==> src/zone_map_cfg.svh <==
// zone boundaries, fill bytes and timing constants of the sector mapper
// Behaviour
// RL1: each sector maps to exactly one region
// RL2: data region starts at 030000 hex
// RL3: sector numbers rise by one, no gaps
// RL4: lead-in starts 022FA0, seven ordered sub-zones
// RL5: initial sub-zone main data all zero
// RL6: buffer 0: 512 sectors from 02E200, zero
// RL7: format information: 3072 sectors from 02E400
// RL8: format block repeats; offset modulo 16
// RL9: buffer 1, control, extra border starts decoded
// RL10: reference 32, buffer1 480, control 3072, border 512
// RL11: buffer 1 zero; last block is guard
// RL12: reference code byte AC, mostly unscrambled
// RL13: control block: format then manufacturing sector
// RL14: data end is input; beyond is lead-out
// RL15: outputs registered one clock, held until next
`ifndef ZONE_MAP_CFG_SVH
`define ZONE_MAP_CFG_SVH
`define SECTOR_W            24
`define LEAD_IN_START       24'h022FA0
`define BUFFER0_START       24'h02E200
`define FORMAT_INFO_START   24'h02E400
`define REF_CODE_START      24'h02F000
`define BUFFER1_START       24'h02F020
`define CONTROL_START       24'h02F200
`define EXTRA_BORDER_START  24'h02FE00
`define DATA_START          24'h030000
`define BLOCK_SECTORS       16
`define GUARD_START         24'h02F1F0
`define FILL_ZERO           8'h00
`define FILL_REF_CODE       8'hAC
`define REF_SCRAMBLE_BYTES  12'h0A0
`define LATENCY_CYCLES      1
`endif

==> src/zone_map_pkg.sv <==
// types shared by the sector mapper
package zone_map_pkg;
  // coarse region of a sector
  typedef enum logic [1:0] {
    REGION_NONE,
    REGION_LEAD_IN,
    REGION_DATA,
    REGION_LEAD_OUT
  } region_e;
  // lead-in sub-zone
  typedef enum logic [2:0] {
    SUB_NONE,
    SUB_INITIAL,
    SUB_BUFFER0,
    SUB_FORMAT_INFO,
    SUB_REF_CODE,
    SUB_BUFFER1,
    SUB_CONTROL,
    SUB_EXTRA_BORDER
  } sub_zone_e;
  // role of a sector inside a repeated block
  typedef enum logic [1:0] {
    ROLE_NONE,
    ROLE_FORMAT,
    ROLE_MANUFACTURING,
    ROLE_OTHER
  } block_role_e;
endpackage : zone_map_pkg

==> src/zone_decode.sv <==
// combinational decode of one sector number into zone codes
`timescale 1ns/1ps
`include "zone_map_cfg.svh"
module zone_decode (
  input  wire logic [23:0]             sector,
  input  wire logic [23:0]             data_end,
  output zone_map_pkg::region_e        region,
  output zone_map_pkg::sub_zone_e      sub_zone,
  output logic                         force_zero,
  output logic                         fill_ref
);
  // start table, walked high to low so later starts win
  always_comb begin
    region     = zone_map_pkg::REGION_NONE;
    sub_zone   = zone_map_pkg::SUB_NONE;
    force_zero = 1'b0;
    fill_ref   = 1'b0;
    if (sector > data_end && sector >= `DATA_START) begin
      region = zone_map_pkg::REGION_LEAD_OUT; // RL14
    end else if (sector >= `DATA_START) begin
      region = zone_map_pkg::REGION_DATA; // RL2
    end else if (sector >= `LEAD_IN_START) begin
      region = zone_map_pkg::REGION_LEAD_IN; // RL1
      if (sector >= `EXTRA_BORDER_START) begin
        sub_zone = zone_map_pkg::SUB_EXTRA_BORDER; // RL9
      end else if (sector >= `CONTROL_START) begin
        sub_zone = zone_map_pkg::SUB_CONTROL; // RL9
      end else if (sector >= `BUFFER1_START) begin
        sub_zone   = zone_map_pkg::SUB_BUFFER1; // RL10
        force_zero = 1'b1; // RL11
      end else if (sector >= `REF_CODE_START) begin
        sub_zone = zone_map_pkg::SUB_REF_CODE; // RL10
        fill_ref = 1'b1; // RL12
      end else if (sector >= `FORMAT_INFO_START) begin
        sub_zone = zone_map_pkg::SUB_FORMAT_INFO; // RL7
      end else if (sector >= `BUFFER0_START) begin
        sub_zone   = zone_map_pkg::SUB_BUFFER0; // RL6
        force_zero = 1'b1; // RL6
      end else begin
        sub_zone   = zone_map_pkg::SUB_INITIAL; // RL4
        force_zero = 1'b1; // RL5
      end
    end
  end
endmodule // zone_decode

==> src/sector_zone_mapper.sv <==
// sector number to region, sub-zone and fixed-content mapper
`timescale 1ns/1ps
`include "zone_map_cfg.svh"
module sector_zone_mapper (
  input  wire logic                    ref_clk,
  input  wire logic                    rst_n,
  input  wire logic                    sector_valid,
  input  wire logic [23:0]             physical_sector_number,
  input  wire logic [23:0]             data_end_sector,
  output zone_map_pkg::region_e        region_reg,
  output zone_map_pkg::sub_zone_e      sub_zone_reg,
  output zone_map_pkg::block_role_e    block_role_reg,
  output logic [3:0]                   block_offset_reg,
  output logic                         force_zero_reg,
  output logic                         fill_ref_reg,
  output logic [7:0]                   fill_byte_reg,
  output logic [11:0]                  scramble_bytes_reg,
  output logic                         guard_block_reg,
  output logic                         out_valid_reg,
  output logic                         seq_error_reg
);
  // decoded values of the presented sector
  zone_map_pkg::region_e   region_next;
  zone_map_pkg::sub_zone_e sub_zone_next;
  logic                    zero_next;
  logic                    ref_next;
  logic [23:0]             last_sector_reg;  // previous sector seen
  logic                    seen_reg;         // a sector has arrived
  logic [23:0]             expect_sector;    // previous plus one

  // pure decode kept apart so its table reads top to bottom
  zone_decode u_decode (
    .sector     (physical_sector_number),
    .data_end   (data_end_sector),
    .region     (region_next),
    .sub_zone   (sub_zone_next),
    .force_zero (zero_next),
    .fill_ref   (ref_next)
  );

  assign expect_sector = last_sector_reg + 24'h000001;

  // region and sub-zone codes, held between sectors
  always_ff @(posedge ref_clk) begin
    if (!rst_n) begin
      region_reg   <= zone_map_pkg::REGION_NONE;
      sub_zone_reg <= zone_map_pkg::SUB_NONE;
    end else if (sector_valid) begin
      region_reg   <= region_next;   // RL15
      sub_zone_reg <= sub_zone_next; // RL15
    end
  end

  // fill control: zero zones and the reference pattern
  always_ff @(posedge ref_clk) begin
    if (!rst_n) begin
      force_zero_reg     <= 1'b0;
      fill_ref_reg       <= 1'b0;
      fill_byte_reg      <= `FILL_ZERO;
      scramble_bytes_reg <= 12'h000;
    end else if (sector_valid) begin
      force_zero_reg <= zero_next; // RL15
      fill_ref_reg   <= ref_next;
      // reference sectors carry AC; zero elsewhere by default
      fill_byte_reg  <= ref_next ? `FILL_REF_CODE : `FILL_ZERO; // RL12
      // only a block's first sector is partly scrambled
      if (ref_next && physical_sector_number[3:0] == 4'h0) begin
        scramble_bytes_reg <= `REF_SCRAMBLE_BYTES; // RL12
      end else begin
        scramble_bytes_reg <= 12'h000;
      end
    end
  end

  // position in the repeated 16-sector block and its role
  always_ff @(posedge ref_clk) begin
    if (!rst_n) begin
      block_offset_reg <= 4'h0;
      block_role_reg   <= zone_map_pkg::ROLE_NONE;
    end else if (sector_valid) begin
      // zone starts are block aligned, so low bits give modulo 16
      block_offset_reg <= physical_sector_number[3:0]; // RL8
      case (sub_zone_next)
        zone_map_pkg::SUB_FORMAT_INFO: begin
          block_role_reg <= zone_map_pkg::ROLE_OTHER; // RL8
        end
        zone_map_pkg::SUB_CONTROL: begin
          if (physical_sector_number[3:0] == 4'h0) begin
            block_role_reg <= zone_map_pkg::ROLE_FORMAT; // RL13
          end else if (physical_sector_number[3:0] == 4'h1) begin
            block_role_reg <= zone_map_pkg::ROLE_MANUFACTURING; // RL13
          end else begin
            block_role_reg <= zone_map_pkg::ROLE_OTHER;
          end
        end
        default: begin
          block_role_reg <= zone_map_pkg::ROLE_NONE;
        end
      endcase
    end
  end

  // last block of buffer 1 is the block-sync guard area
  always_ff @(posedge ref_clk) begin
    if (!rst_n) begin
      guard_block_reg <= 1'b0;
    end else if (sector_valid) begin
      guard_block_reg <= (sub_zone_next == zone_map_pkg::SUB_BUFFER1) &&
                         (physical_sector_number >= `GUARD_START); // RL11
    end
  end

  // one-cycle marker that fresh codes are on the outputs
  always_ff @(posedge ref_clk) begin
    if (!rst_n) begin
      out_valid_reg <= 1'b0;
    end else begin
      out_valid_reg <= sector_valid; // RL15
    end
  end

  // gap watch: the sequencer must step by exactly one
  always_ff @(posedge ref_clk) begin
    if (!rst_n) begin
      last_sector_reg <= 24'h000000;
      seen_reg        <= 1'b0;
      seq_error_reg   <= 1'b0;
    end else if (sector_valid) begin
      last_sector_reg <= physical_sector_number;
      seen_reg        <= 1'b1;
      // sticky until reset; a restart needs a reset
      if (seen_reg && physical_sector_number != expect_sector) begin
        seq_error_reg <= 1'b1; // RL3
      end
    end
  end

  // checks on the registered outputs
  a_data_region_start: assert property ( // RL2
    @(posedge ref_clk) disable iff (!rst_n)
    sector_valid && physical_sector_number == `DATA_START &&
    data_end_sector >= `DATA_START
    |=> region_reg == zone_map_pkg::REGION_DATA)
    else $error("first data sector not classed as data");

  a_lead_in_start: assert property ( // RL4
    @(posedge ref_clk) disable iff (!rst_n)
    sector_valid && physical_sector_number == `LEAD_IN_START
    |=> sub_zone_reg == zone_map_pkg::SUB_INITIAL && force_zero_reg)
    else $error("lead-in start not initial zero zone");

  a_buffer0_zero: assert property ( // RL6
    @(posedge ref_clk) disable iff (!rst_n)
    sector_valid && physical_sector_number >= `BUFFER0_START &&
    physical_sector_number < `FORMAT_INFO_START
    |=> sub_zone_reg == zone_map_pkg::SUB_BUFFER0 && force_zero_reg)
    else $error("buffer 0 sector not zero filled");

  a_format_span: assert property ( // RL7
    @(posedge ref_clk) disable iff (!rst_n)
    sector_valid && physical_sector_number == `REF_CODE_START - 24'h000001
    |=> sub_zone_reg == zone_map_pkg::SUB_FORMAT_INFO && !force_zero_reg)
    else $error("format information span wrong");

  a_block_offset: assert property ( // RL8
    @(posedge ref_clk) disable iff (!rst_n)
    sector_valid |=> block_offset_reg == $past(physical_sector_number[3:0]))
    else $error("block offset not sector modulo 16");

  a_ref_code_fill: assert property ( // RL12
    @(posedge ref_clk) disable iff (!rst_n)
    sector_valid && physical_sector_number >= `REF_CODE_START &&
    physical_sector_number < `BUFFER1_START
    |=> fill_byte_reg == `FILL_REF_CODE && fill_ref_reg)
    else $error("reference code byte missing");

  a_buffer1_guard: assert property ( // RL11
    @(posedge ref_clk) disable iff (!rst_n)
    sector_valid && physical_sector_number == `CONTROL_START - 24'h000001
    |=> guard_block_reg && force_zero_reg)
    else $error("guard block not flagged");

  a_control_first: assert property ( // RL13
    @(posedge ref_clk) disable iff (!rst_n)
    sector_valid && physical_sector_number == `CONTROL_START
    |=> block_role_reg == zone_map_pkg::ROLE_FORMAT)
    else $error("control block first sector not format");

  a_lead_out_past: assert property ( // RL14
    @(posedge ref_clk) disable iff (!rst_n)
    sector_valid && physical_sector_number > data_end_sector &&
    physical_sector_number >= `DATA_START
    |=> region_reg == zone_map_pkg::REGION_LEAD_OUT)
    else $error("sector past data end not lead-out");

  a_outputs_hold: assert property ( // RL15
    @(posedge ref_clk) disable iff (!rst_n)
    !sector_valid |=> $stable(region_reg) && $stable(sub_zone_reg) &&
    $stable(force_zero_reg))
    else $error("outputs changed without a new sector");

  a_gap_flagged: assert property ( // RL3
    @(posedge ref_clk) disable iff (!rst_n)
    sector_valid && seen_reg && physical_sector_number != expect_sector
    |=> seq_error_reg)
    else $error("sector gap not flagged");

  // whole initial zone, not just its first sector, must be zero filled
  a_initial_zero: assert property ( // RL5
    @(posedge ref_clk) disable iff (!rst_n)
    sector_valid && physical_sector_number >= `LEAD_IN_START &&
    physical_sector_number < `BUFFER0_START
    |=> sub_zone_reg == zone_map_pkg::SUB_INITIAL && force_zero_reg &&
    fill_byte_reg == `FILL_ZERO)
    else $error("initial sector not zero filled");

  // a sub-zone code outside the lead-in would mean two regions at once
  a_one_region: assert property ( // RL1
    @(posedge ref_clk) disable iff (!rst_n)
    sub_zone_reg != zone_map_pkg::SUB_NONE
    |-> region_reg == zone_map_pkg::REGION_LEAD_IN)
    else $error("sub-zone set outside the lead-in");

  a_control_second: assert property ( // RL13
    @(posedge ref_clk) disable iff (!rst_n)
    sector_valid && physical_sector_number == `CONTROL_START + 24'h000001
    |=> block_role_reg == zone_map_pkg::ROLE_MANUFACTURING)
    else $error("control block second sector not manufacturing");

  // border zone carries no fill and no block role
  a_extra_border_start: assert property ( // RL9
    @(posedge ref_clk) disable iff (!rst_n)
    sector_valid && physical_sector_number == `EXTRA_BORDER_START
    |=> sub_zone_reg == zone_map_pkg::SUB_EXTRA_BORDER && !force_zero_reg &&
    block_role_reg == zone_map_pkg::ROLE_NONE)
    else $error("extra border start decoded wrongly");

  // first buffer 1 sector is zero but still well before the guard block
  a_buffer1_start: assert property ( // RL10
    @(posedge ref_clk) disable iff (!rst_n)
    sector_valid && physical_sector_number == `BUFFER1_START
    |=> sub_zone_reg == zone_map_pkg::SUB_BUFFER1 && force_zero_reg &&
    !guard_block_reg)
    else $error("buffer 1 start decoded wrongly");
endmodule // sector_zone_mapper

==> config.mk <==
export PLATFORM = sky130hd
export DESIGN_NAME = sector_zone_mapper
export DESIGN_NICKNAME = d
export VERILOG_FILES = /design/src/zone_map_pkg.sv /design/src/zone_decode.sv /design/src/sector_zone_mapper.sv
export VERILOG_INCLUDE_DIRS = /design/src /design/src/src
export SDC_FILE = /design/constraint.sdc
export NUM_CORES = 1
export LEC_CHECK = 0
export BUFFER_PORTS_ARGS = -buffer_cell sky130_fd_sc_hd__buf_2
export CAP_MARGIN = 20
export CORE_MARGIN = 3
export CORE_UTILIZATION = 50
export DETAILED_ROUTE_END_ITERATION = 10
export GPL_ROUTABILITY_DRIVEN = 0
export GPL_TIMING_DRIVEN = 0
export PLACE_DENSITY = 0.76
export SLEW_MARGIN = 15
export SYNTH_ARGS = -nofsm -noshare
export SYNTH_HDL_FRONTEND = slang
export SYNTH_SLANG_ARGS = --single-unit
==> constraint.sdc <==
create_clock -name ref_clk -period 8.55 [get_ports ref_clk]
set_input_delay 2.565 -clock ref_clk [delete_from_list [all_inputs] [get_ports ref_clk]]
set_output_delay 2.565 -clock ref_clk [all_outputs]
set_load 0.02 [all_outputs]
==> metrics.csv <==
metric;value;unit
outcome;finished clean;
rows;29;
synth_top_area_share;22.2;%
cellPowerDensity;119;nW/um^2
critPathKind;primary input to flip-flop;
cts-buffers-inserted;5;
worst_path_max_delay_cell;or4_1;
combPwrFrac;26.4;%
die_y;88.8;um
worst_pin_slew;0.862;ns
firstDrtPassIters;5;
clockRootBuffer;clkbuf_8;
final_antenna_net_count;0;
drive_gt1_share;22.6;%
cts_resized;0;
synth_top_family_by_area;simple AND/OR/NAND/NOR gates;
area_growth;17.6;%
die-area;7880;um^2
stdcell_count;594;
p_int;0.329;mW
netlist_area;3420;um^2
placed_cells;586;
slowest_delay;0.52;ns
ir_drop;0.0772;mV
portBuffers;70;
antenna_found_initial;0;
ys_seq_area_share;22.2;%
n_fill_cell;592;
fmax;215;MHz
grt_setup_unrepaired;no;
power.leakage;1.87;nW
path_common_cell;buf_2;
yosys.area.top_type;dfxtp_1;
multi_input_area;2350;um^2
syn_inst;426;
clk-insertion-delay-late;0.30;ns
synthMuxAreaShare;8.29;%
async_flop_share;0;%
via_count;3359;
skew;0.00627;ns
wire_per_inst;14.8;um
hold_buffers;0;
setup_viol_count_final;0;
totalWireLength;8.78;mm
core_area;6490;um^2
critical_path.top_delay_family;simple AND/OR/NAND/NOR gates;
hp-class;flip-flop to flip-flop;
crit_path_start;physical_sector_number[20];
maxCapViolations;0;
end_kind;flip-flop;
synth_enable_flop_cells;0;
arrival;4.88;ns
via_per_inst;5.65;
avgSynthCellArea;8.04;um^2
synth-xor-area-share;7.67;%
clk_pin_slew;0.08;ns
period_share;54.4;%
regArea;761;um^2
grt_max_degree;13;
clock-sinks;38;
diodes;0;
start_kind;primary input;
switchingPower;0.150;mW
critical_path.cell_chain;buf_2 -> or4_1 -> buf_2 -> a2111oi_4 -> nand2_1 -> nor4b_2 -> and2_1 -> nand3_1 -> a21boi_1;
yosys_warnings;0;
cts_setup_buffers;0;
synth-seq-cells;38;
cp.buffers_inverters;2;
largest_reg_flops;21;
cts_max_path_buffers;2;
htree_levels;2;
synth_compound_area_share;17.1;%
cts_tree;done;
synth_ff_type;dfxtp_1;
layout_commonest_cell;buf_2;
r2r-start;block_offset_reg[0]$_SDFFE_PN0P_;
crit_fanout;8;
nNetsFinal;592;
switching_share;31.4;%
final_cell_mix;buf_2 (73), dfxtp_1 (38), nor2b_1 (35), inv_1 (31);
yosys-top-cells-area;dfxtp_1 (22%), ha_1 (9.1%), mux2i_1 (7.3%), nor2b_1 (6.4%), buf_4 (5.0%);
clkPwrFrac;32.6;%
synthAdderAreaFrac;9.13;%
first_iter_violations;201;
grt_usage;22.3;%
r2r_slack;5.52;ns
drc_errors;0;
power.share.sequential;40.9;%
total_power;0.479;mW
die_x;88.8;um
cp.required;8.78;ns
synthSimpleGateAreaFrac;24.8;%
grt_pass1_vias;3039;
hold_violations;0;
ios;87;
drv_slew;0;
min_from;seen_reg$_SDFFE_PN0P_;
grt_pass1_wl;13.8;mm
slew_headroom;42.5;%
synth.distinct_cells;60;
grt_overflow;0;
start_util;52.7;%
dp_hpwl;6.97;mm
setup_tns;0;ns
period_needed;4.65;ns
-- metal layers --
layer,GRT usage [%],up-vias,part of all wire (%)
li1,-,1662,-
met4,10.2,0,3.6
met5,0,-,0
met1,29.1,1543,44
met2,35.6,125,46
met3,4.28,29,5.8
-- synth_stat cells, types with 2 or more instances --
cell type and number:
nor2b_1 35, nand2b_1 5, nand2_1 16, o21a_1 2, and4_1 2, o21ai_0 21
nor2_1 11, a32o_1 2, or3_1 4, nor4_1 11, ha_1 25, a21boi_0 3
a21oi_2 3, buf_1 2, clkbuf_1 14, mux2i_1 25, mux2_2 3, xor2_1 13
o211ai_1 2, and2_1 3, nand3_1 15, nor3_1 10, a31oi_1 3, a2111o_1 2
a21o_1 11, buf_4 23, a21oi_1 22, nor3b_1 3, and3_1 4, dfxtp_1 38
or4_1 2, inv_1 31, xnor2_1 17, nor4b_1 2, buf_2 3, nand4_1 14
-- cell families after synthesis --
kind of cell               Yosys count
other                                1
and+or+nand+nor                    145
adders and majority gates           25
muxes                               28
buffers and inverters               73
AOI/OAI and AO/OA                   86
DFF                                 38
xor gates and xnor gates            30
-- stage by stage --
| step | worst slack (ns) | area, um^2 | utilization, % | hold WS (ns) |
|---|---|---|---|---|
| 3_3_place_gp | 3.66 | 3920 | 60.4 | 0.434 |
| 3_5_place_dp | 3.67 | 3920 | 60.4 | 0.443 |
| 5_1_grt | 3.76 | 4030 | 62.0 | 0.500 |
| 6_report | 3.90 | 4030 | 62.0 | 0.466 |
| 2_1_floorplan | 4.11 | 3470 | - | 0.428 |
| 4_1_cts | 3.93 | 4030 | 62.0 | 0.461 |
-- power groups by stage --
stage                     sequential (mW)  combinational (mW)  clock [mW]
final                               0.196               0.127       0.156
after global routing                0.198               0.140       0.166
after CTS                           0.196               0.126       0.158
after detailed placement            0.200               0.126           0
after global placement              0.200               0.122           0
after floorplan                     0.200              0.0856           0
-- layout make-up --
type,instances,area share (%)
inverters,31,2.89
well taps,77,2.39
flip-flops and latches,38,18.9
plain buffers,42,6.15
clock inverters,3,0.994
multi-input cells,328,58.3
clock buffers,5,1.71
repair buffers,70,8.70
-- worst paths after layout --
kind	depth (start not counted)	endpoint
setup / recovery	9	scramble_bytes_reg[5]$_SDFFE_PN0P_
hold / removal	1	seen_reg$_SDFFE_PN0P_
setup reg to reg	9	seq_error_reg$_SDFFE_PN0P_
hold reg to reg	1	seen_reg$_SDFFE_PN0P_
Note: power is estimated with default switching activity, not from simulation.
